## src/logic/acfg_pkg.sv

```systemverilog
// Constants shared by the converter configuration decoder and its result shifter.
// Assumes a single 25 MHz system clock; serial pins arrive asynchronously.
package acfg_pkg;

	// System clock
	localparam int CLK_PERIOD_NS = 40;

	// Conversion-start pin least low time, rounded up to whole cycles
	localparam int START_PIN_LOW_NS = 40;
	localparam int START_PIN_LOW_CYC_RAW = (START_PIN_LOW_NS + CLK_PERIOD_NS - 1) / CLK_PERIOD_NS;
	localparam int START_PIN_LOW_CYC = (START_PIN_LOW_CYC_RAW < 1) ? 1 : START_PIN_LOW_CYC_RAW;

	// Highest serial clock the host may use while it clocks conversions
	localparam int SCLK_CONV_MAX_KHZ = 4800;

	// Command byte selection
	localparam int CMD_CONV_BIT = 7;
	localparam logic [1:0] CMD_SETUP_TAG = 2'h1;
	localparam logic [2:0] CMD_AVG_TAG = 3'h1;

	// Setup register fields
	localparam int SETUP_CLK_HI = 5;
	localparam int SETUP_CLK_LO = 4;
	localparam int SETUP_REF_HI = 3;
	localparam int SETUP_REF_LO = 2;
	localparam int SETUP_DIFF_HI = 1;
	localparam int SETUP_DIFF_LO = 0;

	// Averaging register fields
	localparam int AVG_EN_BIT = 4;
	localparam int AVG_CNT_HI = 3;
	localparam int AVG_CNT_LO = 2;
	localparam int AVG_REP_HI = 1;
	localparam int AVG_REP_LO = 0;

	// Reset values
	localparam logic [7:0] SETUP_RESET = 8'h20;
	localparam logic [7:0] PAIR_RESET = 8'h00;
	localparam logic [7:0] AVG_RESET = 8'h00;

	// Clock modes
	localparam logic [1:0] CLK_MODE_PIN_INT = 2'h0;
	localparam logic [1:0] CLK_MODE_PIN_ACQ = 2'h1;
	localparam logic [1:0] CLK_MODE_SER_INT = 2'h2;
	localparam logic [1:0] CLK_MODE_SER_EXT = 2'h3;

	// Reference modes
	localparam logic [1:0] REF_MODE_INT_AUTO = 2'h0;
	localparam logic [1:0] REF_MODE_EXT_SE = 2'h1;
	localparam logic [1:0] REF_MODE_INT_ON = 2'h2;
	localparam logic [1:0] REF_MODE_EXT_DIFF = 2'h3;

	// Scan mode that repeats one channel
	localparam logic [1:0] SCAN_MODE_REPEAT = 2'h2;

	// Conversions per result
	localparam logic [5:0] AVG_N1 = 6'h01;
	localparam logic [5:0] AVG_N4 = 6'h04;
	localparam logic [5:0] AVG_N8 = 6'h08;
	localparam logic [5:0] AVG_N16 = 6'h10;
	localparam logic [5:0] AVG_N32 = 6'h20;

	// Results per single-channel scan: (code + 1) * 4
	localparam logic [4:0] REPEAT_STEP = 5'h04;
	localparam logic [4:0] REPEAT_ONE = 5'h01;

	// Output word
	localparam int RESULT_BITS = 12;
	localparam int LEAD_ZERO_BITS = 4;
	localparam int WORD_BITS = RESULT_BITS + LEAD_ZERO_BITS;
	localparam logic [RESULT_BITS-1:0] BIPOLAR_FLIP = 12'h800;

	// Temperature diode bias currents, microamps
	localparam int TEMP_HOT_UA = 68;
	localparam int TEMP_COLD_UA = 4;

	// Receiver states
	typedef enum logic [1:0] {
		RX_CMD = 2'b01,
		RX_PAIR = 2'b10
	} acfg_rx_e;

endpackage

```

## src/logic/acfg_config.sv

```systemverilog
// Serial configuration decoder of a multichannel 12-bit converter: setup,
// pair-mode and averaging registers, start control and result formatting.
// Assumes serial pins and the start pin are asynchronous to clk; converter,
// conversion register and result storage are neighbouring logic on clk.
`timescale 1ns/100ps
`default_nettype none

module acfg_config
	import acfg_pkg::*;
#(
	parameter int NUM_CHANNELS = 16,
	parameter logic [RESULT_BITS-1:0] TEMP_KELVIN_OFFSET = 12'h889
)
(
	input wire logic clk,
	input wire logic rst,
	input wire logic cs_n,
	input wire logic sclk,
	input wire logic din,
	output logic dout,
	output logic dout_oe,
	input wire logic conversion_start_pin,
	input wire logic scan_active,
	input wire logic [1:0] conv_scan_mode,
	input wire logic conv_result_valid,
	input wire logic [RESULT_BITS-1:0] conv_result_code,
	input wire logic conv_result_bipolar,
	input wire logic temp_codes_valid,
	input wire logic [RESULT_BITS-1:0] temp_hot_code,
	input wire logic [RESULT_BITS-1:0] temp_cold_code,
	output logic [7:0] setup_config,
	output logic [7:0] unipolar_pair_enable,
	output logic [7:0] bipolar_pair_enable,
	output logic [7:0] averaging_config,
	output logic [7:0] conv_byte,
	output logic conv_byte_stb,
	output logic start_conversion,
	output logic acquire_hold,
	output logic conv_clk_en,
	output logic use_internal_clock,
	output logic start_pin_used,
	output logic ref_use_internal,
	output logic ref_power_en,
	output logic ref_wake_required,
	output logic ref_ext_diff,
	output logic [7:0] pair_unipolar,
	output logic [7:0] pair_bipolar,
	output logic [5:0] conversions_per_result,
	output logic [4:0] results_per_request,
	output logic [RESULT_BITS-1:0] temp_celsius_code
);

	typedef struct packed {
		logic [1:0] cs_sync;
		logic [1:0] sclk_sync;
		logic [1:0] din_sync;
		logic [1:0] start_sync;
		logic cs_prev;
		logic sclk_prev;
		logic start_prev;
		acfg_rx_e rx_state;
		logic pair_to_bipolar;
		logic [2:0] bit_cnt;
		logic [6:0] rx_bits;
		logic [7:0] setup;
		logic [7:0] uni;
		logic [7:0] bip;
		logic [7:0] avg;
		logic [7:0] conv;
		logic conv_stb;
		logic start;
		logic acquire;
		logic conv_clk;
		logic ref_on;
		logic ref_wake;
		logic out_en;
		logic [WORD_BITS-1:0] result_word;
		logic [RESULT_BITS-1:0] temp_code;
		logic [5:0] avg_n;
		logic [4:0] rep_n;
	} acfg_state_s;

	acfg_state_s s_ff;
	acfg_state_s nxt_s;

	logic shift_load;
	logic shift_step;

	// Only the second stage of each synchroniser is read
	logic cs_low;
	logic sclk_lvl;
	logic din_lvl;
	logic start_lvl;
	logic sclk_rise;
	logic sclk_fall;
	logic cs_fall;
	logic start_rise;
	logic [1:0] clk_mode;
	logic [1:0] ref_mode;

	assign cs_low = ~s_ff.cs_sync[1];
	assign sclk_lvl = s_ff.sclk_sync[1];
	assign din_lvl = s_ff.din_sync[1];
	assign start_lvl = s_ff.start_sync[1];
	assign sclk_rise = cs_low & sclk_lvl & ~s_ff.sclk_prev;
	assign sclk_fall = cs_low & ~sclk_lvl & s_ff.sclk_prev;
	assign cs_fall = cs_low & s_ff.cs_prev;
	// One sampled low cycle already meets the least low time of the pin
	assign start_rise = start_lvl & ~s_ff.start_prev;
	assign clk_mode = s_ff.setup[SETUP_CLK_HI:SETUP_CLK_LO];
	assign ref_mode = s_ff.setup[SETUP_REF_HI:SETUP_REF_LO];

	always_comb begin
		logic [7:0] rx_byte;
		logic [RESULT_BITS-1:0] fmt;
		rx_byte = {s_ff.rx_bits, din_lvl};
		fmt = '0;
		nxt_s = s_ff;

		nxt_s.cs_sync = {s_ff.cs_sync[0], cs_n};
		nxt_s.sclk_sync = {s_ff.sclk_sync[0], sclk};
		nxt_s.din_sync = {s_ff.din_sync[0], din};
		nxt_s.start_sync = {s_ff.start_sync[0], conversion_start_pin};
		nxt_s.cs_prev = s_ff.cs_sync[1];
		nxt_s.sclk_prev = sclk_lvl;
		nxt_s.start_prev = start_lvl;
		nxt_s.conv_stb = 1'b0;
		nxt_s.start = 1'b0;
		nxt_s.conv_clk = 1'b0;
		nxt_s.out_en = cs_low;

		// Frame end drops any half byte and any pending pair data
		if (!cs_low) begin
			nxt_s.bit_cnt = '0;
			nxt_s.rx_state = RX_CMD;
		end else if (sclk_rise) begin
			nxt_s.rx_bits = rx_byte[6:0];
			nxt_s.bit_cnt = s_ff.bit_cnt + 3'h1;
			if (s_ff.bit_cnt == 3'h7) begin
				case (s_ff.rx_state)
					RX_PAIR: begin
						// Pair data byte is never decoded as a command
						if (s_ff.pair_to_bipolar) begin
							nxt_s.bip = rx_byte;
						end else begin
							nxt_s.uni = rx_byte;
						end
						nxt_s.rx_state = RX_CMD;
					end
					RX_CMD: begin
						if (rx_byte[CMD_CONV_BIT]) begin
							nxt_s.conv = rx_byte;
							nxt_s.conv_stb = 1'b1;
							if (clk_mode[1]) begin
								nxt_s.start = 1'b1;
							end
						end else if (rx_byte[7:6] == CMD_SETUP_TAG) begin
							nxt_s.setup = rx_byte;
							// Select 0x expects no data byte
							if (rx_byte[SETUP_DIFF_HI]) begin
								nxt_s.rx_state = RX_PAIR;
								nxt_s.pair_to_bipolar = rx_byte[SETUP_DIFF_LO];
							end
						end else if (rx_byte[7:5] == CMD_AVG_TAG) begin
							nxt_s.avg = rx_byte;
						end
					end
					default: begin
						nxt_s.rx_state = RX_CMD;
					end
				endcase
			end
		end

		// Conversion start and acquisition timing per clock mode
		case (clk_mode)
			CLK_MODE_PIN_INT: begin
				nxt_s.acquire = 1'b0;
				if (start_rise) begin
					nxt_s.start = 1'b1;
				end
			end
			CLK_MODE_PIN_ACQ: begin
				// Pin low tracks, rising edge converts on the internal clock
				nxt_s.acquire = ~start_lvl;
				if (start_rise) begin
					nxt_s.start = 1'b1;
				end
			end
			CLK_MODE_SER_EXT: begin
				nxt_s.acquire = 1'b0;
				// Host keeps the serial clock slow enough to sample here
				nxt_s.conv_clk = sclk_rise;
			end
			default: begin
				nxt_s.acquire = 1'b0;
			end
		endcase

		// Reference power and wake-up
		case (ref_mode)
			REF_MODE_INT_AUTO: begin
				// Powered only while a scan runs, so each new scan waits
				nxt_s.ref_on = scan_active;
				nxt_s.ref_wake = ~s_ff.ref_on;
			end
			REF_MODE_INT_ON: begin
				nxt_s.ref_on = 1'b1;
				nxt_s.ref_wake = 1'b0;
			end
			default: begin
				nxt_s.ref_on = 1'b0;
				nxt_s.ref_wake = 1'b0;
			end
		endcase

		// Conversions per result; the serial-clocked mode never averages
		if (!s_ff.avg[AVG_EN_BIT] || clk_mode == CLK_MODE_SER_EXT) begin
			nxt_s.avg_n = AVG_N1;
		end else begin
			case (s_ff.avg[AVG_CNT_HI:AVG_CNT_LO])
				2'h0: nxt_s.avg_n = AVG_N4;
				2'h1: nxt_s.avg_n = AVG_N8;
				2'h2: nxt_s.avg_n = AVG_N16;
				default: nxt_s.avg_n = AVG_N32;
			endcase
		end

		if (conv_scan_mode == SCAN_MODE_REPEAT) begin
			nxt_s.rep_n = 5'(({3'h0, s_ff.avg[AVG_REP_HI:AVG_REP_LO]} + 5'h01) * REPEAT_STEP);
		end else begin
			nxt_s.rep_n = REPEAT_ONE;
		end

		// Temperature code: hot-bias minus cold-bias, Kelvin to Celsius
		if (temp_codes_valid) begin
			nxt_s.temp_code = temp_hot_code - temp_cold_code - TEMP_KELVIN_OFFSET;
		end

		// Output word; temperature has priority over an ordinary result
		if (temp_codes_valid) begin
			fmt = temp_hot_code - temp_cold_code - TEMP_KELVIN_OFFSET;
			nxt_s.result_word = {{LEAD_ZERO_BITS{1'b0}}, fmt};
		end else if (conv_result_valid) begin
			// Converter delivers offset binary; flipping the MSB gives two's complement
			fmt = conv_result_bipolar ? (conv_result_code ^ BIPOLAR_FLIP) : conv_result_code;
			nxt_s.result_word = {{LEAD_ZERO_BITS{1'b0}}, fmt};
		end
	end

	always_ff @(posedge clk or posedge rst) begin
		if (rst) begin
			s_ff.cs_sync <= 2'h3;
			s_ff.sclk_sync <= 2'h0;
			s_ff.din_sync <= 2'h0;
			s_ff.start_sync <= 2'h3;
			s_ff.cs_prev <= 1'b1;
			s_ff.sclk_prev <= 1'b0;
			s_ff.start_prev <= 1'b1;
			s_ff.rx_state <= RX_CMD;
			s_ff.pair_to_bipolar <= 1'b0;
			s_ff.bit_cnt <= 3'h0;
			s_ff.rx_bits <= 7'h00;
			s_ff.setup <= SETUP_RESET;
			s_ff.uni <= PAIR_RESET;
			s_ff.bip <= PAIR_RESET;
			s_ff.avg <= AVG_RESET;
			s_ff.conv <= 8'h00;
			s_ff.conv_stb <= 1'b0;
			s_ff.start <= 1'b0;
			s_ff.acquire <= 1'b0;
			s_ff.conv_clk <= 1'b0;
			s_ff.ref_on <= 1'b0;
			s_ff.ref_wake <= 1'b1;
			s_ff.out_en <= 1'b0;
			s_ff.result_word <= '0;
			s_ff.temp_code <= '0;
			s_ff.avg_n <= AVG_N1;
			s_ff.rep_n <= REPEAT_ONE;
		end else begin
			s_ff <= nxt_s;
		end
	end

	// Word is reloaded at frame start and advances on falling serial edges
	assign shift_load = cs_fall;
	assign shift_step = sclk_fall;

	acfg_result_shifter u_shifter (
		.clk(clk),
		.rst(rst),
		.load(shift_load),
		.load_word(s_ff.result_word),
		.shift(shift_step),
		.dout(dout)
	);

	// Pair decode; index is the pair number, register bit 7 is pair 0/1
	genvar gi;
	generate
		for (gi = 0; gi < 8; gi++) begin : g_pair
			localparam bit PAIR_PRESENT = (2 * gi + 1) < NUM_CHANNELS;
			assign pair_unipolar[gi] = PAIR_PRESENT & s_ff.uni[7 - gi];
			// Unipolar setting overrides a bipolar one for the same pair
			assign pair_bipolar[gi] = PAIR_PRESENT & s_ff.bip[7 - gi] & ~s_ff.uni[7 - gi];
		end
	endgenerate

	assign dout_oe = s_ff.out_en;
	assign setup_config = s_ff.setup;
	assign unipolar_pair_enable = s_ff.uni;
	assign bipolar_pair_enable = s_ff.bip;
	assign averaging_config = s_ff.avg;
	assign conv_byte = s_ff.conv;
	assign conv_byte_stb = s_ff.conv_stb;
	assign start_conversion = s_ff.start;
	assign acquire_hold = s_ff.acquire;
	assign conv_clk_en = s_ff.conv_clk;
	assign use_internal_clock = (clk_mode != CLK_MODE_SER_EXT);
	assign start_pin_used = ~clk_mode[1];
	assign ref_use_internal = ~ref_mode[0];
	assign ref_power_en = s_ff.ref_on;
	assign ref_wake_required = s_ff.ref_wake & (ref_mode == REF_MODE_INT_AUTO);
	assign ref_ext_diff = (ref_mode == REF_MODE_EXT_DIFF);
	assign conversions_per_result = s_ff.avg_n;
	assign results_per_request = s_ff.rep_n;
	assign temp_celsius_code = s_ff.temp_code;

endmodule
`default_nettype wire

```

## src/logic/acfg_result_shifter.sv

```systemverilog
// Output shifter for the 16-bit serial result word.
// Assumes load and shift are one-cycle pulses of the 25 MHz clock domain.
`timescale 1ns/100ps
`default_nettype none

module acfg_result_shifter
	import acfg_pkg::*;
(
	input wire logic clk,
	input wire logic rst,
	input wire logic load,
	input wire logic [WORD_BITS-1:0] load_word,
	input wire logic shift,
	output logic dout
);

	typedef struct packed {
		logic [WORD_BITS-1:0] word;
	} acfg_shift_s;

	acfg_shift_s s_ff;
	acfg_shift_s nxt_s;

	always_comb begin
		nxt_s = s_ff;
		// Load wins so a fresh frame never starts mid-word
		if (load) begin
			nxt_s.word = load_word;
		end else if (shift) begin
			nxt_s.word = {s_ff.word[WORD_BITS-2:0], 1'b0};
		end
	end

	always_ff @(posedge clk or posedge rst) begin
		if (rst) begin
			s_ff <= '0;
		end else begin
			s_ff <= nxt_s;
		end
	end

	assign dout = s_ff.word[WORD_BITS-1];

endmodule
`default_nettype wire

```

## config.mk

```make
export PLATFORM = sky130hd
export DESIGN_NAME = acfg_config
export DESIGN_NICKNAME = d
export VERILOG_FILES = /design/src/logic/acfg_pkg.sv /design/src/logic/acfg_config.sv /design/src/logic/acfg_result_shifter.sv
export SDC_FILE = /design/constraint.sdc
export NUM_CORES = 1
export LEC_CHECK = 0
export BUFFER_PORTS_ARGS = -buffer_cell sky130_fd_sc_hd__buf_4
export CAP_MARGIN = 30
export CORE_ASPECT_RATIO = 1.4
export CORE_UTILIZATION = 53
export CTS_BUF_LIST = sky130_fd_sc_hd__clkbuf_8
export DETAILED_ROUTE_END_ITERATION = 12
export GPL_TIMING_DRIVEN = 1
export MAX_ROUTING_LAYER = met4
export PLACE_DENSITY_LB_ADDON = 0.08
export SLEW_MARGIN = 20
export SYNTH_ARGS = -nofsm -noshare
export SYNTH_HDL_FRONTEND = slang
export SYNTH_HIERARCHICAL = 1
export SYNTH_SLANG_ARGS = --single-unit
```

## constraint.sdc

```tcl
create_clock -name clk -period 3.8 [get_ports clk]
set_input_delay 0.19 -clock clk [delete_from_list [all_inputs] [get_ports clk]]
set_output_delay 0.19 -clock clk [all_outputs]
set_load 0.005 [all_outputs]
```

==> impl_summary.log <==
[metrics] cell count of the worst reg-to-reg path: 6
[metrics] flip-flop and latch count after synthesis: 118
[metrics] clock sink count: 118
[metrics] Crit path top cell by count: ha_1
[metrics] number of global-route vias before repair: 3808
[metrics] largest voltage drop on the vdd net: 242.3 µV
[metrics] power density over cell area: 427.3 nW/µm²
[metrics] hold endpoint: s_ff[30]
[metrics] Worst-Margin Slew: 0.5811 ns
[metrics] Filler cells: 912
[metrics] area of combinational cells with multiple inputs: 2243 µm²
[metrics] leakage power of the design: 3.614 nW
[metrics] share of synthesized flip-flops with an asynchronous set or reset: 100.0%
[metrics] setup repair after global routing missed its margin: false
[metrics] crit path capture type: register
[metrics] die height: 127.5 µm
[metrics] number of hold violations in the final report: 0
[metrics] critical path startpoint category: register
[metrics] signal arrival time at the worst endpoint: 2.36 ns
[metrics] leading cell type in the layout, fill and taps excluded: buf_4
[metrics] top library cells by usage in the layout, fill and taps aside: buf_4, dfrtp_1, mux2_2
[metrics] core area: 10920 µm²
[metrics] post-synthesis cell count: 524
[metrics] final core utilization: 64.18%
[metrics] insertion delay to the later sink of the worst-skew pair: 0.42 ns
[metrics] antenna violations before repair: 0
[metrics] run status: finished, final reports clean
[metrics] detailed-routing iteration count for the pre-antenna-repair pass: 4
[metrics] dominant synthesized flop cell: dfrtp_1
[metrics] highest clock frequency the design can meet: 486.7 MHz
[metrics] clock slew seen by the registers of the worst setup and hold paths: 0.07 ns
[metrics] HP Class: primary input to register
[metrics] share of final-layout standard cells stronger than drive strength 1: 38.45%
[metrics] net switching fraction of the power: 28.29%
[metrics] cell area after synthesis: 5961 µm²
[metrics] Max Fanout on Critical Path: 7
[metrics] TritonCTS clock tree: done
[metrics] Maximum Capacitance Violations: 0
[metrics] ant diodes: 0
[metrics] Final Net Count: 679
[metrics] share of the clock period used by the worst path after layout: 54.07%
[metrics] clock period minus worst slack: 2.055 ns
[metrics] timing startpoint of the critical path: s_ff[93]
[metrics] CTS Buf Count: 17
[metrics] worst max-slew margin expressed relative to the limit: 61.18%
[metrics] H-tree depth reported by CTS: 4
[metrics] count of buffers inserted at the top-level ports: 134
[metrics] clock share of power: 34.3%
[metrics] final weighted congestion in routability-driven placement: 0.8247
[metrics] Placement Rows: 45
[metrics] clock tree root buffer cell: clkbuf_8
[metrics] worst hold path depth: 3
[metrics] crit path cell chain: ha_1 -> ha_1 -> nand3b_4 -> nor4_4 -> and4b_1 -> mux2_2
[metrics] first-pass GRT wire length: 17470 µm
[metrics] overflow left after global routing: 0
[metrics] final total negative setup slack: 0 ns
[metrics] sequential fraction of design power: 50.4%
[metrics] count of flip-flops with a built-in enable after synthesis: 0
[metrics] top-level port count: 139
[metrics] DP HPWL: 7549 µm
[metrics] net switching power figure: 0.8474 mW
[metrics] detailed-route DRC error count: 0
[metrics] cts repair resizes: 0
[metrics] Distinct cells, synth: 58
[metrics] WL per Instance: 13.64 µm
[metrics] vias post-DR: 3865
[metrics] part of the power in combinational logic: 15.3%
[metrics] detail-routed via count per cell: 5.086
[metrics] area growth from synthesis to final layout: 17.61%
[metrics] synthesized area per cell: 11.38 µm²
[metrics] cell with the largest stage delay on the worst path: and4b_1
[metrics] reg-to-reg critical path startpoint: s_ff[93]
[metrics] Worst Skew: 0.008918 ns
[metrics] destination of the worst register-to-register timing path: setup_config[4]
[metrics] startpoint of the most critical hold path: conv_result_code[7]
[metrics] final max-slew violation count: 0
[metrics] DRT Wirelength: 10370 µm
[metrics] crit path kind: register to register
[metrics] maximum buffer depth of the clock tree: 2
[metrics] Post-Layout Cell Count: 760
[metrics] initial cell density of the core: 54.57%
[metrics] Cells after DPL: 720
[metrics] global router's overall resource usage: 19.55%
[metrics] Final Setup Violations: 0
[metrics] internal power component: 2.148 mW
[metrics] Worst path max stage delay: 0.48 ns
[metrics] Routed Antenna Nets: 0
[metrics] Die Wd: 91.63 µm
[metrics] CP Data Required Time: 4.11 ns
[metrics] proportion of synthesized chip area in sequential cells: 49.77%
[metrics] Iteration-0 DRC Markers: 75
[metrics] die area: 11680 µm²
[metrics] slack of the worst reg-to-reg path: 1.75 ns
[metrics] sequential cell area in the final layout: 2967 µm²
[metrics] pin count of the biggest net entering global routing: 75
[metrics] yosys warns: 6
-- through the flow --
step	worst slack [ns]	hold WS, ns	power (mW)	area [µm²]
floorplan	0.9527	0.1037	1.841	5987
global placement	1.498	0.2988	1.968	6548
detailed placement	1.431	0.3001	1.986	6548
CTS	1.746	0.02153	3.033	6985
global route	1.610	0.04944	3.166	7010
finish	1.746	0.04867	2.996	7010
-- routing by layer --
layer | GRT usage (%) | routed length [µm] | vias up
met3 | 4.643 | 460 | 11
li1 | - | - | 1864
met1 | 21.36 | 4237 | 1860
met2 | 34.19 | 5534 | 130
met5 | - | 0 | -
met4 | 7.750 | 138 | 0
-- worst max-delay path, delay by kind of cell (launching register included) --
family                   cells  cell delay [ns]
adder cells (fa/ha/maj)      2             0.36
AND/OR/NAND/NOR              3             0.80
multiplexers                 1             0.38
flip-flops                   1             0.39
-- registers in the layout (all words and copies together), names as in the netlist, 5 cells and up --
name	count
setup_config	7
s_ff	29
bipolar_pair_enable	8
u_shifter/s_ff	16
unipolar_pair_enable	8
conv_byte	8
temp_celsius_code	12
conversions_per_result	5
averaging_config	7
nxt_s	7
-- final cells by class --
class                      instances  share of cell area (%)
tap                              141                   2.517
multi-input combinational        287                   32.00
sequential                       118                   42.32
timing repair buffer             144                   15.85
clock buffer                      17                   3.337
clock inverter                    15                   1.910
inverter                          38                   2.070
-- worst max-delay path by stage --
stage / endpoint / slack [ns]
5_1_grt: setup_config[2] / 1.61
3_3_place_gp: temp_celsius_code[11] / 1.50
2_1_floorplan: acquire_hold / 0.95
3_5_place_dp: temp_celsius_code[7] / 1.43
4_1_cts: setup_config[4] / 1.75
6_report: setup_config[4] / 1.75
-- kinds of logic (layout without fill, tap and decap cells) --
group | Yosys count | in the layout | synth area share [%]
AOI/OAI and AO/OA | 72 | 72 | 7.935
xor gates and xnor gates | 8 | 8 | 1.406
adders and majority gates | 25 | 25 | 5.374
buffers and inverters | 126 | 214 | 13.25
DFF | 118 | 118 | 49.77
muxes | 67 | 67 | 12.17
other | 1 | 8 | 0.06291
and+or+nand+nor | 107 | 107 | 10.03
-- Yosys cell counts (6+ instances only) --
cell      count  area, µm²
o21ai_0      17      85.08
dfrtp_1     107       2678
buf_4        72      540.5
mux2_2       44      495.5
o211ai_1      6      45.04
inv_1        38      142.6
mux2i_1      23      230.2
ha_1         24      300.3
a21oi_1      12      60.06
o21ai_1      10      50.05
buf_2         6      30.03
a21o_1        6      45.04
nand2_1      39      146.4
nor2b_1      14      87.58
nor2_1       12      45.04
dfstp_2      11      289.0
clkbuf_1      6      22.52
-- timing repair --
item / CTS / global route
setup buffers: 0 / 0
hold endpoints to repair: 87 / 0
hold buffers: 7 / 0
-- power groups by stage --
| stage | Sequential [mW] | Combinational (mW) | Clock, mW |
|---|---|---|---|
| after floorplan | 1.48 | 0.356 | 0 |
| after global placement | 1.53 | 0.442 | 0 |
| after detailed placement | 1.53 | 0.455 | 0 |
| after CTS | 1.51 | 0.462 | 1.06 |
| after global routing | 1.53 | 0.521 | 1.11 |
| final | 1.51 | 0.459 | 1.03 |
(Power assumes the default switching activity.)
